## src/pkg/pvi3d_pkg.sv

```systemverilog
// Shared constants and types for the parallel video input link.
package pvi3d_pkg;

	// Pixel word formats on the parallel bus.
	typedef enum logic [1:0] {
		PVI3D_FMT24 = 2'b00,
		PVI3D_FMT18 = 2'b01,
		PVI3D_FMT16 = 2'b10
	} pvi3d_fmt_e;

	// System clock rate and the vertical sync watchdog time.
	localparam int unsigned CLK_MHZ        = 250;
	localparam int unsigned VS_TIMEOUT_US  = 50000;
	localparam int unsigned VS_TIMEOUT_CYC = VS_TIMEOUT_US * CLK_MHZ;

	// Pixel clock made by the source: half period in system clocks.
	localparam int unsigned PCLK_HALF_CYC  = 20;

	// Source register byte offsets.
	localparam logic [3:0] REG_CTRL   = 4'h0;
	localparam logic [3:0] REG_SIZE   = 4'h4;
	localparam logic [3:0] REG_STATUS = 4'h8;
	localparam logic [3:0] REG_BASE   = 4'hc;

	// Control field positions.
	localparam int unsigned CTRL_EN     = 0;
	localparam int unsigned CTRL_MASK   = 1;
	localparam int unsigned CTRL_3D     = 2;
	localparam int unsigned CTRL_FMT_LO = 4;

	// Size field positions.
	localparam int unsigned SIZE_H_LO = 0;
	localparam int unsigned SIZE_V_LO = 16;

	// Register values after reset.
	localparam logic [31:0] CTRL_RST = 32'h0000_0000;
	localparam logic [31:0] SIZE_RST = 32'h0168_0280;
	localparam logic [31:0] BASE_RST = 32'h0000_0000;

	// Blanking intervals in pixel clocks and lines; short, so that a small frame passes quickly.
	localparam logic [11:0] H_FP = 12'h002;
	localparam logic [11:0] H_SW = 12'h002;
	localparam logic [11:0] H_BP = 12'h002;
	localparam logic [11:0] V_FP = 12'h001;
	localparam logic [11:0] V_SW = 12'h001;
	localparam logic [11:0] V_BP = 12'h002;

	// AXI responses.
	localparam logic [1:0] RESP_OKAY   = 2'h0;
	localparam logic [1:0] RESP_SLVERR = 2'h2;

endpackage

```

## src/pkg/pvi3d_link_if.sv

```systemverilog
// Parallel video link between the source and the display controller input.
`timescale 1ns/100ps
`default_nettype none
interface pvi3d_link_if;
	logic        pclk;
	logic        vsync;
	logic        hsync;
	logic        pixel_valid_in;
	logic [23:0] pixel_bus;
	logic        frame_update_mask;
	logic        eye_select_in;

	// Source end drives every wire of the link.
	modport src (
		output pclk, vsync, hsync, pixel_valid_in, pixel_bus, frame_update_mask, eye_select_in
	);

	// Display controller end only receives.
	modport dev (
		input pclk, vsync, hsync, pixel_valid_in, pixel_bus, frame_update_mask, eye_select_in
	);
endinterface
`default_nettype wire

```

## src/core/pvi3d_src.sv

```systemverilog
// Video source end: AXI4-Lite controlled timing generator driving the link.
//
// Implementation choices: the placing of the registers and the AXI4-Lite slave port.
`timescale 1ns/100ps
`default_nettype none
module pvi3d_src (
	// System clock and reset.
	input  wire logic        clk_i,
	input  wire logic        rst_i,
	// AXI4-Lite write channels.
	input  wire logic [3:0]  s_axi_awaddr,
	input  wire logic        s_axi_awvalid,
	output var  logic        s_axi_awready,
	input  wire logic [31:0] s_axi_wdata,
	input  wire logic [3:0]  s_axi_wstrb,
	input  wire logic        s_axi_wvalid,
	output var  logic        s_axi_wready,
	output var  logic [1:0]  s_axi_bresp,
	output var  logic        s_axi_bvalid,
	input  wire logic        s_axi_bready,
	// AXI4-Lite read channels.
	input  wire logic [3:0]  s_axi_araddr,
	input  wire logic        s_axi_arvalid,
	output var  logic        s_axi_arready,
	output var  logic [31:0] s_axi_rdata,
	output var  logic [1:0]  s_axi_rresp,
	output var  logic        s_axi_rvalid,
	input  wire logic        s_axi_rready,
	// Parallel video link.
	pvi3d_link_if.src        link
);
	logic [31:0] ctrl;
	logic [31:0] size;
	logic [31:0] base;
	logic [15:0] frame_cnt;
	logic [3:0]  aw_addr;
	logic [31:0] w_data;
	logic [3:0]  w_strb;
	logic        aw_have;
	logic        w_have;

	// Byte-lane merge of a write into a register.
	function automatic logic [31:0] merge(input logic [31:0] old, input logic [31:0] nw,
		input logic [3:0] strb);
		logic [31:0] r;
		r = old;
		for (int i = 0; i < 4; i++) begin
			if (strb[i]) begin
				r[8*i +: 8] = nw[8*i +: 8];
			end
		end
		return r;
	endfunction

	// Handshake terms.
	wire aw_take = s_axi_awvalid & s_axi_awready;
	wire w_take = s_axi_wvalid & s_axi_wready;
	wire ar_take = s_axi_arvalid & s_axi_arready;
	wire do_wr = aw_have & w_have & ~s_axi_bvalid;
	wire wr_ok = (aw_addr == pvi3d_pkg::REG_CTRL) || (aw_addr == pvi3d_pkg::REG_SIZE) ||
		(aw_addr == pvi3d_pkg::REG_BASE);
	wire rd_ok = (s_axi_araddr == pvi3d_pkg::REG_CTRL) || (s_axi_araddr == pvi3d_pkg::REG_SIZE) ||
		(s_axi_araddr == pvi3d_pkg::REG_STATUS) || (s_axi_araddr == pvi3d_pkg::REG_BASE);
	wire [31:0] rd_mux =
		(s_axi_araddr == pvi3d_pkg::REG_CTRL)   ? ctrl :
		(s_axi_araddr == pvi3d_pkg::REG_SIZE)   ? size :
		(s_axi_araddr == pvi3d_pkg::REG_STATUS) ? {15'h0000, link.eye_select_in, frame_cnt} :
		(s_axi_araddr == pvi3d_pkg::REG_BASE)   ? base : 32'h0000_0000;

	// Write address and data are held until both are in, then applied.
	always_ff @(posedge clk_i or posedge rst_i) begin
		if (rst_i) begin
			aw_have       <= 1'b0;
			w_have        <= 1'b0;
			aw_addr       <= 4'h0;
			w_data        <= 32'h0000_0000;
			w_strb        <= 4'h0;
			s_axi_awready <= 1'b0;
			s_axi_wready  <= 1'b0;
			s_axi_bvalid  <= 1'b0;
			s_axi_bresp   <= pvi3d_pkg::RESP_OKAY;
			ctrl          <= pvi3d_pkg::CTRL_RST;
			size          <= pvi3d_pkg::SIZE_RST;
			base          <= pvi3d_pkg::BASE_RST;
		end else begin
			if (aw_take) begin
				aw_addr <= s_axi_awaddr;
				aw_have <= 1'b1;
			end else if (do_wr) begin
				aw_have <= 1'b0;
			end
			if (w_take) begin
				w_data <= s_axi_wdata;
				w_strb <= s_axi_wstrb;
				w_have <= 1'b1;
			end else if (do_wr) begin
				w_have <= 1'b0;
			end
			s_axi_awready <= ~(aw_have | aw_take) | do_wr;
			s_axi_wready  <= ~(w_have | w_take) | do_wr;
			if (do_wr) begin
				s_axi_bvalid <= 1'b1;
				s_axi_bresp  <= wr_ok ? pvi3d_pkg::RESP_OKAY : pvi3d_pkg::RESP_SLVERR;
				if (aw_addr == pvi3d_pkg::REG_CTRL) begin
					ctrl <= merge(ctrl, w_data, w_strb);
				end
				if (aw_addr == pvi3d_pkg::REG_SIZE) begin
					size <= merge(size, w_data, w_strb);
				end
				if (aw_addr == pvi3d_pkg::REG_BASE) begin
					base <= merge(base, w_data, w_strb);
				end
			end else if (s_axi_bready) begin
				s_axi_bvalid <= 1'b0;
			end
		end
	end

	// Read answers one cycle after the address is taken.
	always_ff @(posedge clk_i or posedge rst_i) begin
		if (rst_i) begin
			s_axi_arready <= 1'b0;
			s_axi_rvalid  <= 1'b0;
			s_axi_rdata   <= 32'h0000_0000;
			s_axi_rresp   <= pvi3d_pkg::RESP_OKAY;
		end else begin
			s_axi_arready <= ~ar_take & (~s_axi_rvalid | s_axi_rready);
			if (ar_take) begin
				s_axi_rvalid <= 1'b1;
				s_axi_rdata  <= rd_mux;
				s_axi_rresp  <= rd_ok ? pvi3d_pkg::RESP_OKAY : pvi3d_pkg::RESP_SLVERR;
			end else if (s_axi_rready) begin
				s_axi_rvalid <= 1'b0;
			end
		end
	end

	// Video timing terms; the link changes on the falling pixel clock edge.
	logic [4:0]  div;
	logic [11:0] h;
	logic [11:0] v;
	wire        en = ctrl[pvi3d_pkg::CTRL_EN];
	wire        tick = div == 5'(pvi3d_pkg::PCLK_HALF_CYC - 1);
	wire        fall = tick & link.pclk;
	wire [11:0] hact = size[pvi3d_pkg::SIZE_H_LO +: 12];
	wire [11:0] vact = size[pvi3d_pkg::SIZE_V_LO +: 12];
	wire [11:0] hs_on = 12'(hact + pvi3d_pkg::H_FP);
	wire [11:0] hs_off = 12'(hs_on + pvi3d_pkg::H_SW);
	wire [11:0] h_last = 12'(hs_off + pvi3d_pkg::H_BP - 12'h001);
	wire [11:0] vs_on = 12'(vact + pvi3d_pkg::V_FP);
	wire [11:0] vs_off = 12'(vs_on + pvi3d_pkg::V_SW);
	wire [11:0] v_last = 12'(vs_off + pvi3d_pkg::V_BP - 12'h001);
	wire        active = (h < hact) && (v < vact);
	wire        blank_start = (v == vact) && (h == 12'h000);
	wire [23:0] pd = 24'(base[23:0] + {12'h000, h});
	wire [1:0]  fmt = ctrl[pvi3d_pkg::CTRL_FMT_LO +: 2];
	wire [23:0] word =
		(fmt == pvi3d_pkg::PVI3D_FMT18) ? {6'h00, pd[17:0]} :
		(fmt == pvi3d_pkg::PVI3D_FMT16) ? {8'h00, pd[15:0]} : pd;

	// Pixel clock divider runs free so the link clock never stops.
	always_ff @(posedge clk_i or posedge rst_i) begin
		if (rst_i) begin
			div       <= 5'h00;
			link.pclk <= 1'b0;
		end else if (tick) begin
			div       <= 5'h00;
			link.pclk <= ~link.pclk;
		end else begin
			div <= 5'(div + 5'h01);
		end
	end

	// Raster counters, syncs, eye order, mask and pixel data.
	always_ff @(posedge clk_i or posedge rst_i) begin
		if (rst_i) begin
			h                      <= 12'h000;
			v                      <= 12'h000;
			frame_cnt              <= 16'h0000;
			link.vsync             <= 1'b0;
			link.hsync             <= 1'b0;
			link.pixel_valid_in    <= 1'b0;
			link.pixel_bus         <= 24'h000000;
			link.frame_update_mask <= 1'b0;
			link.eye_select_in     <= 1'b0;
		end else if (fall) begin
			if (!en) begin
				h <= 12'h000;
				v <= 12'h000;
			end else if (h == h_last) begin
				h <= 12'h000;
				v <= (v == v_last) ? 12'h000 : 12'(v + 12'h001);
			end else begin
				h <= 12'(h + 12'h001);
			end
			// Syncs run for as long as the source is enabled.
			link.vsync          <= en && (v >= vs_on) && (v < vs_off);
			link.hsync          <= en && (h >= hs_on) && (h < hs_off);
			link.pixel_valid_in <= en && active;
			link.pixel_bus      <= (en && active) ? word : 24'h000000;
			if (en && blank_start) begin
				frame_cnt              <= 16'(frame_cnt + 16'h0001);
				link.eye_select_in     <= ctrl[pvi3d_pkg::CTRL_3D] & ~link.eye_select_in;
				link.frame_update_mask <= ctrl[pvi3d_pkg::CTRL_MASK];
			end
		end
	end
endmodule
`default_nettype wire

```

## src/flat_wrapper.sv

```systemverilog
// flat-port wrapper written by rule: the top's interface ports become plain ports
module pvi3d_src_flat 
  (clk_i, rst_i, s_axi_awaddr, s_axi_awvalid, s_axi_awready, s_axi_wdata, s_axi_wstrb, s_axi_wvalid, s_axi_wready, s_axi_bresp, s_axi_bvalid, s_axi_bready, s_axi_araddr, s_axi_arvalid, s_axi_arready, s_axi_rdata, s_axi_rresp, s_axi_rvalid, s_axi_rready, link_pclk, link_vsync, link_hsync, link_pixel_valid_in, link_pixel_bus, link_frame_update_mask, link_eye_select_in);
  pvi3d_link_if link_i ();
  input  wire logic clk_i;
  input  wire logic rst_i;
  input  wire logic [3:0] s_axi_awaddr;
  input  wire logic s_axi_awvalid;
  output var  logic s_axi_awready;
  input  wire logic [31:0] s_axi_wdata;
  input  wire logic [3:0] s_axi_wstrb;
  input  wire logic s_axi_wvalid;
  output var  logic s_axi_wready;
  output var  logic [1:0] s_axi_bresp;
  output var  logic s_axi_bvalid;
  input  wire logic s_axi_bready;
  input  wire logic [3:0] s_axi_araddr;
  input  wire logic s_axi_arvalid;
  output var  logic s_axi_arready;
  output var  logic [31:0] s_axi_rdata;
  output var  logic [1:0] s_axi_rresp;
  output var  logic s_axi_rvalid;
  input  wire logic s_axi_rready;
  output wire logic [$bits(link_i.pclk)-1:0] link_pclk;
  output wire logic [$bits(link_i.vsync)-1:0] link_vsync;
  output wire logic [$bits(link_i.hsync)-1:0] link_hsync;
  output wire logic [$bits(link_i.pixel_valid_in)-1:0] link_pixel_valid_in;
  output wire logic [$bits(link_i.pixel_bus)-1:0] link_pixel_bus;
  output wire logic [$bits(link_i.frame_update_mask)-1:0] link_frame_update_mask;
  output wire logic [$bits(link_i.eye_select_in)-1:0] link_eye_select_in;
  assign link_pclk = link_i.pclk;
  assign link_vsync = link_i.vsync;
  assign link_hsync = link_i.hsync;
  assign link_pixel_valid_in = link_i.pixel_valid_in;
  assign link_pixel_bus = link_i.pixel_bus;
  assign link_frame_update_mask = link_i.frame_update_mask;
  assign link_eye_select_in = link_i.eye_select_in;
  pvi3d_src u_core (.clk_i(clk_i), .rst_i(rst_i), .s_axi_awaddr(s_axi_awaddr), .s_axi_awvalid(s_axi_awvalid), .s_axi_awready(s_axi_awready), .s_axi_wdata(s_axi_wdata), .s_axi_wstrb(s_axi_wstrb), .s_axi_wvalid(s_axi_wvalid), .s_axi_wready(s_axi_wready), .s_axi_bresp(s_axi_bresp), .s_axi_bvalid(s_axi_bvalid), .s_axi_bready(s_axi_bready), .s_axi_araddr(s_axi_araddr), .s_axi_arvalid(s_axi_arvalid), .s_axi_arready(s_axi_arready), .s_axi_rdata(s_axi_rdata), .s_axi_rresp(s_axi_rresp), .s_axi_rvalid(s_axi_rvalid), .s_axi_rready(s_axi_rready), .link(link_i));
endmodule
```

## config.mk

```make
export PLATFORM = sky130hd
export DESIGN_NAME = pvi3d_src_flat
export DESIGN_NICKNAME = d
export VERILOG_FILES = /design/src/pkg/pvi3d_pkg.sv /design/src/pkg/pvi3d_link_if.sv /design/src/core/pvi3d_src.sv /design/src/flat_wrapper.sv
export SDC_FILE = /design/constraint.sdc
export NUM_CORES = 1
export LEC_CHECK = 0
export BUFFER_PORTS_ARGS = -buffer_cell sky130_fd_sc_hd__buf_4
export CAP_MARGIN = 20
export CORE_MARGIN = 8
export CORE_UTILIZATION = 45
export DETAILED_ROUTE_END_ITERATION = 16
export PLACE_DENSITY = 0.64
export SYNTH_ARGS = -nofsm -noshare
export SYNTH_HDL_FRONTEND = slang
export SYNTH_SLANG_ARGS = --single-unit
```

## constraint.sdc

```tcl
create_clock -name clk_i -period 12.6 [get_ports clk_i]
set_input_delay 1.26 -clock clk_i [delete_from_list [all_inputs] [get_ports clk_i]]
set_output_delay 1.26 -clock clk_i [all_outputs]
set_load 0.01 [all_outputs]
```

==> results.txt, run 1 <==
----------------------------------------------------
[Detailed routing]
  Drt initial violations ... 769
  Average detailed-routed wire length per instance ... about 19 um
  Routed wire length on met2 ... 17.70 mm
  Vias after detailed routing ... 11200
  Drc violations ... 0
  Pre-Repair DR Iteration Count ... 5
  Top metal layer carrying routed signals ... met4
  WL met3 ... about 2.1 mm
  Vias per Instance ... approximately 5.6
  Met1 wire length ... roughly 18 mm
  Detail Route Antenna Nets ... 0
  Routed WL ... 38.73 mm

[Timing]
  Fin crit share ... 41.32%
  Minimum period implied by the final worst setup slack ... 5.206 ns
  Max Slew Vio Count ... 0
  Hold Violations, Final ... 0
  RSZ-0062 raised after global routing ... false
  Max transition margin ... 32.18%
  Setup total negative slack ... 0 ns
  Endpoints failing setup ... 0
  Top achievable clock speed ... between 150 and 200 MHz
  Worst clock skew ... 0.04067 ns
  Pin slew with the least headroom to its limit ... 1.014 ns

[Final layout]
  Utilization after layout ... a little over half
  Share of final-layout standard cells stronger than drive strength 1 ... 22.44%
  Final antenna diode count ... 0
  Final net count ... 1695
  Post-route design area ... approximately 0.017 mm^2
  Count of fill cells added during filler insertion ... approximately 2900
  Area growth from synthesis to layout ... 15.71%

[Clocking]
  Resized cells post-CTS ... 0
  TritonCTS sink count ... 252
  Count of hold buffers inserted by post-cts repair ... 0
  Clock tree root buffer cell ... sky130_fd_sc_hd__clkbuf_16
  Number of levels the H-tree was split into ... 1
  Number of buffers inserted to repair setup after CTS ... 0
  Clock Pin Slew Worst Setup and Hold Paths ... 0.06 ns
  Clk Latency, worst-skew pair ... 0.57 ns
  Cts bufs inserted ... 28
  Clock tree from TritonCTS ... yes
  Clock Tree Buf Depth ... 3

[Yosys]
  Synth Area in Adders ... 7.978%
  Most frequently used cell type in the post-synthesis netlist ... sky130_fd_sc_hd__dfrtp_1
  Number of synthesized flops with an enable pin ... 0
  Post-synthesis instance area ... 0.01481 mm^2
  Share of synthesized area spent on multiplexers ... 11.07%
  Synthesized-area fraction occupied by xor and xnor cells ... 7.209%
  Yosys warning total ... 0
  Seq/Total Area, Yosys ... 42.64%
  Number of library cell types mapped by synthesis ... 77
  Post-Syn Instances ... between 1000 and 1500
  Combinational family with the most area after synthesis ... compound AO/OA/AOI/OAI gates
  Most used flip-flop cell after synthesis ... sky130_fd_sc_hd__dfrtp_1
  Syn_area_per_cell ... 10.18 um^2
  Most used standard cells in the synthesized netlist ... sky130_fd_sc_hd__dfrtp_1, sky130_fd_sc_hd__nand2_1, sky130_fd_sc_hd__mux2_2, sky130_fd_sc_hd__o21ai_0, sky130_fd_sc_hd__ha_1
  Top cell type's share of synthesized area ... 41.58%
  Fraction of the mapped netlist area in compound gates ... 14.24%
  Post-synthesis simple-gate area fraction ... a little over an eighth
  Area leader, netlist ... sky130_fd_sc_hd__dfrtp_1
  Async set-or-reset flop fraction in the synthesized netlist ... 100.0%
  Number of register bits inferred by synthesis ... 252
  Top post-synthesis cells by area ... sky130_fd_sc_hd__dfrtp_1, sky130_fd_sc_hd__mux2_2, sky130_fd_sc_hd__ha_1, sky130_fd_sc_hd__xnor2_1, sky130_fd_sc_hd__o21ai_0

[Setup path]
  Worst path required time ... 13.04 ns
  Critical Path, Cell by Cell ... ha_1, xor2_1, a211oi_1, or4_1, or4_4, or2_2, xnor2_1, a221o_1, a221oi_4, nand3_2, o31ai_1
  Slowest Stage Delay on Critical Path ... about 0.70 ns
  Count of buffering cells on the critical path with inverters included ... 0
  Crit end category ... register
  Master of the slowest instance on the critical path ... sky130_fd_sc_hd__dfrtp_1
  Element type at the critical path start ... register
  Arrival time of the worst setup path ... 5.65 ns
  Top fanout value on the critical path ... 18
  Start-to-end type of the worst setup path ... reg -> reg
  Category of cells accounting for the largest share of critical-path delay ... simple AND/OR/NAND/NOR gates

[Place]
  Half-perimeter wire length after placement ... 28.42 mm
  Final weighted congestion in routability-driven placement ... ~0.92
  Port Buffers ... between 100 and 150
  DP Area ... 0.01607 mm^2

[Hold path]
  Type of the tightest min-delay check ... reg -> reg

[Pwr]
  LEAKAGE ... 7.806 nW
  Areal power density over the cells ... between 150 and 200 mW/mm^2
  Worst ir drop on vdd ... 0.0001549 V
  Design Power ... ~3.4 mW

[Die]
  Number of core rows ... between 60 and 70
  Std-Cell Core Area ... 0.03245 mm^2
  Total Die Area ... 0.03896 mm^2
  Die outline height ... 197.4 um
  Horiz. Die Dim ... 197.4 um
  Top-Level Pins ... 122
  Effective utilization at floorplan ... between 40% and 50%

[GRT]
  Maximum number of pins on one net before global-route repair ... 106
  Wire length of the first global-routing pass ... 62.44 mm
  Antenna violations before repair ... 0
  Aggregate global routing overflow ... 0
  Global-route total usage across every layer ... between 10% and 20%
  Via count of the first global-routing pass ... approximately 11000

[Run]
  Number of maximum-capacitance violations ... 0

[Outcome]
  Status ... finished, final reports clean

----------------------------------------------------
[logic make-up (layout without fill, tap and decap cells)]
family / Yosys count / count (layout)
AO/OA/AOI/OAI: 325 / 325
XOR/XNOR: 109 / 109
adder cells (fa/ha/maj): 94 / 94
buffers and inverters: 123 / 240
flip-flops: 252 / 252
multiplexers: 146 / 146
other: 1 / 2
AND/OR/NAND/NOR: 405 / 405
[cell type report]
| cell class | count | area (um^2) | area share (%) |
|---|---|---|---|
| clock buffer | 37 | 774.5 | 4.521 |
| clock inverter | 15 | 264.0 | 1.541 |
| inverter | 60 | 232.7 | 1.358 |
| multi-input combinational | 1081 | 8020 | 46.82 |
| sequential | 252 | 6314 | 36.85 |
| tap | 442 | 553.0 | 3.228 |
| timing repair buffer | 128 | 973.4 | 5.682 |
[state kept, by name, summed over array words and instances (netlist names), 4 cells and up]
name	flops
u_core.div	5
u_core.h	12
u_core.frame_cnt	16
u_core.size	32
u_core.v	12
u_core.ctrl	32
u_core.link.pixel_bus	24
u_core.w_data	32
u_core.aw_addr	4
u_core.w_strb	4
u_core.s_axi_rdata	32
u_core.base	32
[layer usage]
metal | vias up | track usage [%]
li1 | 5412 | -
met1 | 5481 | 27.53
met2 | 257 | 31.27
met3 | 47 | 3.543
met4 | 0 | 5.322
met5 | - | 0
[worst paths after layout]
check | from | endpoint | slack [ns] | cells past startpoint
max | u_core.size[1]$_DFFE_PP0P_ | u_core.v[11]$_DFFE_PP0P_ | 7.39 | 11
min | u_core.div[0]$_DFF_PP0_ | u_core.div[0]$_DFF_PP0_ | 0.46 | 1
max reg2reg | u_core.size[1]$_DFFE_PP0P_ | u_core.v[11]$_DFFE_PP0P_ | 7.39 | 11
min reg2reg | u_core.div[0]$_DFF_PP0_ | u_core.div[0]$_DFF_PP0_ | 0.46 | 1
max in group asynchronous | rst_i | u_core.base[24]$_DFFE_PP0P_ | 9.40 | 4
min in group asynchronous | rst_i | u_core.v[2]$_DFFE_PP0P_ | 0.85 | 2
[cell usage in the layout, fill, tap and decap left out, types with 11 or more instances in the layout]
master / instances
sky130_fd_sc_hd__dfrtp_1: 246
sky130_fd_sc_hd__nand2_1: 144
sky130_fd_sc_hd__mux2_2: 142
sky130_fd_sc_hd__buf_4: 127
sky130_fd_sc_hd__o21ai_0: 110
sky130_fd_sc_hd__ha_1: 92
sky130_fd_sc_hd__xnor2_1: 70
sky130_fd_sc_hd__nor2_1: 70
sky130_fd_sc_hd__a21oi_1: 66
sky130_fd_sc_hd__inv_1: 54
sky130_fd_sc_hd__nand3_1: 38
sky130_fd_sc_hd__xor2_1: 31
sky130_fd_sc_hd__clkbuf_16: 28
sky130_fd_sc_hd__a22oi_1: 24
sky130_fd_sc_hd__nand4_1: 23
sky130_fd_sc_hd__and3_1: 20
sky130_fd_sc_hd__nor3_1: 18
sky130_fd_sc_hd__a21o_1: 18
sky130_fd_sc_hd__o21a_1: 16
sky130_fd_sc_hd__a22o_1: 15
sky130_fd_sc_hd__nor2b_1: 14
sky130_fd_sc_hd__and2_1: 11
[metrics by stage]
stage,worst slack (ns),cells,hold slack [ns]
floorplan,4.422,1456,0.4329
global placement,7.610,1962,0.4477
detailed placement,7.426,1962,0.4587
CTS,7.414,2014,0.4667
global route,7.110,2015,0.4987
finish,7.394,2015,0.4631
[report_power, final]
part | switching, mW | internal [mW]
Combinational | 0.561 | 0.553
Sequential | 0.295 | 1.04
Clock | 0.347 | 0.559
[worst reg2reg max path, delay by kind of cell (launching register included)]
family / cells / cell delay (ns)
AO/OA/AOI/OAI: 4 / 1.35
XOR/XNOR: 2 / 0.57
adder cells (fa/ha/maj): 1 / 0.59
flip-flops: 1 / 0.70
AND/OR/NAND/NOR: 4 / 1.91
Power figures use the tool's default switching activity.
==> inputs of run 2 (changes only) <==
--- a/config.mk
+++ b/config.mk
@@ -5,6 +5,7 @@
 export SDC_FILE = /design/constraint.sdc
 export NUM_CORES = 1
 export LEC_CHECK = 0
+export ABC_AREA = 1
 export BUFFER_PORTS_ARGS = -buffer_cell sky130_fd_sc_hd__buf_4
 export CAP_MARGIN = 20
 export CORE_MARGIN = 8
==> constraint.sdc (replaced) <==
create_clock -name clk_i -period 5.2 [get_ports clk_i]
set_input_delay 0.52 -clock clk_i [delete_from_list [all_inputs] [get_ports clk_i]]
set_output_delay 0.52 -clock clk_i [all_outputs]
set_load 0.01 [all_outputs]
==> run 2 against run 1 <==
Synthesized cell count is 31% higher; critical path depth is 9 higher; first-iteration DRC count is 23% higher; cell area is 0.50% lower; sequential share of layout area is 0.18 points higher; total power is 120% higher; global-route usage is 1.6 points higher; clock-buffer cell count is 6 higher; critical path type unchanged; largest cell class unchanged.
==> results.txt, run 2 <==
----------------------------------------------------
[Yosys]
  Number of register bits inferred by synthesis ... 252 (unchanged)
  Top cell type's share of synthesized area ... 41.62% (was 41.58%)
  Post-Syn Instances ... 1905 (was 1455)
  Top post-synthesis cells by area ... sky130_fd_sc_hd__dfrtp_1, sky130_fd_sc_hd__nand2_1, sky130_fd_sc_hd__ha_1, sky130_fd_sc_hd__o21ai_0, sky130_fd_sc_hd__nand3_1 (was sky130_fd_sc_hd__dfrtp_1, sky130_fd_sc_hd__mux2_2, sky130_fd_sc_hd__ha_1, sky130_fd_sc_hd__xnor2_1, sky130_fd_sc_hd__o21ai_0)
  Area leader, netlist ... sky130_fd_sc_hd__dfrtp_1 (unchanged)
  Most used flip-flop cell after synthesis ... sky130_fd_sc_hd__dfrtp_1 (unchanged)
  Combinational family with the most area after synthesis ... simple AND/OR/NAND/NOR gates (was compound AO/OA/AOI/OAI gates)
  Synth Area in Adders ... 7.919% (was 7.978%)
  Seq/Total Area, Yosys ... 42.69% (was 42.64%)
  Synthesized-area fraction occupied by xor and xnor cells ... 3.257% (was 7.209%)
  Fraction of the mapped netlist area in compound gates ... 13.63% (was 14.24%)
  Post-synthesis instance area ... 0.01479 mm^2 (was 0.01481 mm^2)
  Most used standard cells in the synthesized netlist ... sky130_fd_sc_hd__nand2_1, sky130_fd_sc_hd__dfrtp_1, sky130_fd_sc_hd__o21ai_0, sky130_fd_sc_hd__inv_1, sky130_fd_sc_hd__nand3_1 (was sky130_fd_sc_hd__dfrtp_1, sky130_fd_sc_hd__nand2_1, sky130_fd_sc_hd__mux2_2, sky130_fd_sc_hd__o21ai_0, sky130_fd_sc_hd__ha_1)
  Async set-or-reset flop fraction in the synthesized netlist ... 100.0% (unchanged)
  Syn_area_per_cell ... 7.763 um^2 (was 10.18 um^2)
  Yosys warning total ... 0 (unchanged)
  Most frequently used cell type in the post-synthesis netlist ... sky130_fd_sc_hd__nand2_1 (was sky130_fd_sc_hd__dfrtp_1)
  Number of synthesized flops with an enable pin ... 0 (unchanged)
  Post-synthesis simple-gate area fraction ... 25.68% (was 13.50%)
  Number of library cell types mapped by synthesis ... 45 (was 77)
  Share of synthesized area spent on multiplexers ... 0% (was 11.07%)

[Die]
  Total Die Area ... 0.03892 mm^2 (was 0.03896 mm^2)
  Number of core rows ... 66 (unchanged)
  Top-Level Pins ... 122 (unchanged)
  Effective utilization at floorplan ... 45.57% (was 45.62%)
  Die outline height ... 197.3 um (was 197.4 um)
  Horiz. Die Dim ... 197.3 um (was 197.4 um)
  Std-Cell Core Area ... 0.03245 mm^2 (unchanged)

[Outcome]
  Status ... finished, final reports clean (unchanged)

[Final layout]
  Most common cell after layout, fill and taps aside ... sky130_fd_sc_hd__nand2_1 (was sky130_fd_sc_hd__dfrtp_1)
  Final antenna diode count ... 0 (unchanged)
  Register area ... 0.006314 mm^2 (unchanged)
  Multi-input logic area ... 0.007483 mm^2 (was 0.008020 mm^2)
  Share of final-layout standard cells stronger than drive strength 1 ... 12.30% (was 22.44%)
  Most frequent cells in the layout ... sky130_fd_sc_hd__nand2_1, sky130_fd_sc_hd__dfrtp_1, sky130_fd_sc_hd__o21ai_0 (was sky130_fd_sc_hd__dfrtp_1, sky130_fd_sc_hd__nand2_1, sky130_fd_sc_hd__mux2_2)
  Count of fill cells added during filler insertion ... 3173 (was 2877)
  Final net count ... 2155 (was 1695)
  Count of non-filler cells in the finished layout ... 2475 (was 2015)
  Area growth from synthesis to layout ... 15.26% (was 15.71%)

[Detailed routing]
  Routed wire length on met2 ... 18.37 mm (was 17.70 mm)
  Met1 wire length ... 20.44 mm (was 17.92 mm)
  WL met3 ... 2.796 mm (was 2.077 mm)
  Average detailed-routed wire length per instance ... 17.10 um (was 19.22 um)
  Routed WL ... 42.33 mm (was 38.73 mm)
  Drt initial violations ... 949 (was 769)
  Vias after detailed routing ... 13170 (was 11200)
  Drc violations ... 0 (unchanged)
  Detail Route Antenna Nets ... 0 (unchanged)
  Top metal layer carrying routed signals ... met4 (unchanged)
  Vias per Instance ... 5.322 (was 5.557)
  Pre-Repair DR Iteration Count ... 6 (was 5)

[Timing]
  Endpoints failing setup ... 0 (unchanged)
  Setup total negative slack ... 0 ns (unchanged)
  Minimum period implied by the final worst setup slack ... 3.455 ns (was 5.206 ns)
  Hold Violations, Final ... 0 (unchanged)
  Worst clock skew ... 0.02204 ns (was 0.04067 ns)
  Top achievable clock speed ... 289.4 MHz (was 192.1 MHz)
  RSZ-0062 raised after global routing ... false (unchanged)
  Max transition margin ... 32.69% (was 32.18%)
  Pin slew with the least headroom to its limit ... 1.007 ns (was 1.014 ns)
  Max Slew Vio Count ... 0 (unchanged)
  Fin crit share ... 66.44% (was 41.32%)

[Hold path]
  Hold-critical path depth ... 2 (was 1)
  Type of the tightest min-delay check ... in -> reg (was reg -> reg)
  Hold_sp ... s_axi_bready (was u_core.div[0]$_DFF_PP0_)
  Hold worst-path end ... u_core.s_axi_bvalid$_DFFE_PP0P_ (was u_core.div[0]$_DFF_PP0_)

[Setup path]
  R2R Setup Slk ... 1.75 ns (was 7.39 ns)
  Top fanout value on the critical path ... 14 (was 18)
  Arrival time of the worst setup path ... 3.87 ns (was 5.65 ns)
  Master of the slowest instance on the critical path ... sky130_fd_sc_hd__dfrtp_1 (unchanged)
  Critical Path, Cell by Cell ... inv_2, ha_1, inv_1, nand2_2, nand3_1, nand3b_1, nor2_1, nand2_1, nor2_2, nand2_1, nand2_1, nand2_1, nand2_1, nand2_1, nor2_1, nand4_2, nand2_2, nand2_2, inv_2, nor2_1 (was ha_1, xor2_1, a211oi_1, or4_1, or4_4, or2_2, xnor2_1, a221o_1, a221oi_4, nand3_2, o31ai_1)
  Element type at the critical path start ... register (unchanged)
  Start-to-end type of the worst setup path ... reg -> reg (unchanged)
  Slowest Stage Delay on Critical Path ... 0.57 ns (was 0.70 ns)
  Worst path required time ... 5.61 ns (was 13.04 ns)
  Crit end category ... register (unchanged)
  R2r startpoint ... u_core.size[1]$_DFFE_PP0P_ (unchanged)
  R2R cell count ... 20 (was 11)
  End of the worst register-to-register path ... u_core.h[7]$_DFFE_PP0P_ (was u_core.v[11]$_DFFE_PP0P_)
  Cell mode on critical path ... sky130_fd_sc_hd__nand2_1

[Place]
  Final weighted congestion in routability-driven placement ... 0.8754 (was 0.9197)
  Port Buffers ... 119 (unchanged)
  Half-perimeter wire length after placement ... 31.87 mm (was 28.42 mm)
  Number of cells in the design after placement ... 2420 (was 1962)

[GRT]
  Via count of the first global-routing pass ... 12510 (was 11330)
  Maximum number of pins on one net before global-route repair ... 116 (was 106)
  Wire length of the first global-routing pass ... 67.80 mm (was 62.44 mm)
  Antenna violations before repair ... 0 (unchanged)
  Global-route total usage across every layer ... 21.36% (was 19.76%)
  Aggregate global routing overflow ... 0 (unchanged)

[Clocking]
  Number of buffers inserted to repair setup after CTS ... 0 (unchanged)
  Clock tree from TritonCTS ... yes (unchanged)
  Resized cells post-CTS ... 0 (unchanged)
  TritonCTS sink count ... 252 (unchanged)
  Clk Latency, worst-skew pair ... 0.55 ns (was 0.57 ns)
  Clock Pin Slew Worst Setup and Hold Paths ... 0.06 ns (about the same)
  Number of levels the H-tree was split into ... 1 (unchanged)
  Count of hold buffers inserted by post-cts repair ... 1 (was 0)
  Clock Tree Buf Depth ... 3 (unchanged)
  Cts bufs inserted ... 28 (unchanged)
  Clock tree root buffer cell ... sky130_fd_sc_hd__clkbuf_16 (unchanged)

[Pwr]
  Areal power density over the cells ... 426.3 mW/mm^2 (was 196.1 mW/mm^2)
  Design Power ... 7.267 mW (was 3.360 mW)
  Worst ir drop on vdd ... 0.0002969 V (was 0.0001549 V)
  LEAKAGE ... 8.051 nW (was 7.806 nW)

[Run]
  Number of maximum-capacitance violations ... 0 (unchanged)

----------------------------------------------------
-- run 2: cell count changes after synthesis, moves of 24 or more --
cell,previous run,this run
sky130_fd_sc_hd__a22oi_1,24,0
sky130_fd_sc_hd__mux2_2,142,0
sky130_fd_sc_hd__nand2_1,146,515
sky130_fd_sc_hd__inv_1,55,187
sky130_fd_sc_hd__o21ai_0,110,220
sky130_fd_sc_hd__nand3_1,38,148
sky130_fd_sc_hd__nor2_1,70,101
sky130_fd_sc_hd__xnor2_1,70,9
-- run 2: worst max path at each step --
| stage | startpoint | end | slack (ns) | cells after the start |
|---|---|---|---|---|
| finish | u_core.size[1]$_DFFE_PP0P_ | u_core.h[7]$_DFFE_PP0P_ | 1.75 | 20 |
| global route | u_core.div[0]$_DFF_PP0_ | u_core.h[10]$_DFFE_PP0P_ | 1.31 | 11 |
| CTS | u_core.size[1]$_DFFE_PP0P_ | u_core.h[7]$_DFFE_PP0P_ | 1.77 | 20 |
| detailed placement | u_core.size[1]$_DFFE_PP0P_ | u_core.h[5]$_DFFE_PP0P_ | 1.78 | 20 |
| global placement | u_core.size[1]$_DFFE_PP0P_ | u_core.h[10]$_DFFE_PP0P_ | 1.85 | 20 |
| floorplan | rst_i | u_core.aw_addr[0]$_DFFE_PP0P_ | 1.37 | 1 |
-- run 2: worst max-delay path, delay by kind of cell, from the launching register on --
family | cells | cell delay, ns
DFF | 1 | 0.57
buffers and inverters | 3 | 0.50
adders and majority gates | 1 | 0.36
and+or+nand+nor | 16 | 1.89
-- run 2: where the power goes --
part	internal, mW	leakage, nW	switching [mW]
clock	1.17	0.460	0.803
sequential	2.48	3.34	0.421
combinational	0.806	4.25	1.58
total	4.46	8.05	2.80
-- run 2: routing by layer --
metal | GRT usage (%) | vias to the layer above
met5 | 0 | -
met4 | 4.430 | 0
met1 | 31.26 | 6200
li1 | - | 6529
met2 | 32.79 | 397
met3 | 3.560 | 45
-- run 2: layout make-up --
type / instances / area share, %
Clock buffer: 43 / 4.977
Clock inverter: 9 / 0.4844
Sequential cell: 252 / 37.04
Multi-Input combinational cell: 1398 / 43.90
Timing Repair Buffer: 131 / 5.931
Inverter: 200 / 4.426
Tap cell: 442 / 3.244
-- run 2: kinds of logic (layout without fill, tap and decap cells) --
group,Yosys count,after routing
buffers and inverters,256,383
AND/OR/NAND/NOR,877,877
other,1,2
AO/OA/AOI/OAI,371,371
adder cells (fa/ha/maj),93,93
flip-flops,252,252
XOR/XNOR,55,55
-- run 2: stage by stage --
stage / hold WS [ns] / worst slack [ns] / cell area, um^2 / utilization (%)
after floorplan: 0.4329 / 1.369 / 14800 / -
after global placement: 0.4438 / 1.855 / 16080 / 49.54
after detailed placement: 0.4573 / 1.777 / 16080 / 49.54
after CTS: 0.1391 / 1.771 / 17020 / 52.44
after global routing: 0.1532 / 1.307 / 17050 / 52.53
final: 0.1491 / 1.745 / 17050 / 52.53
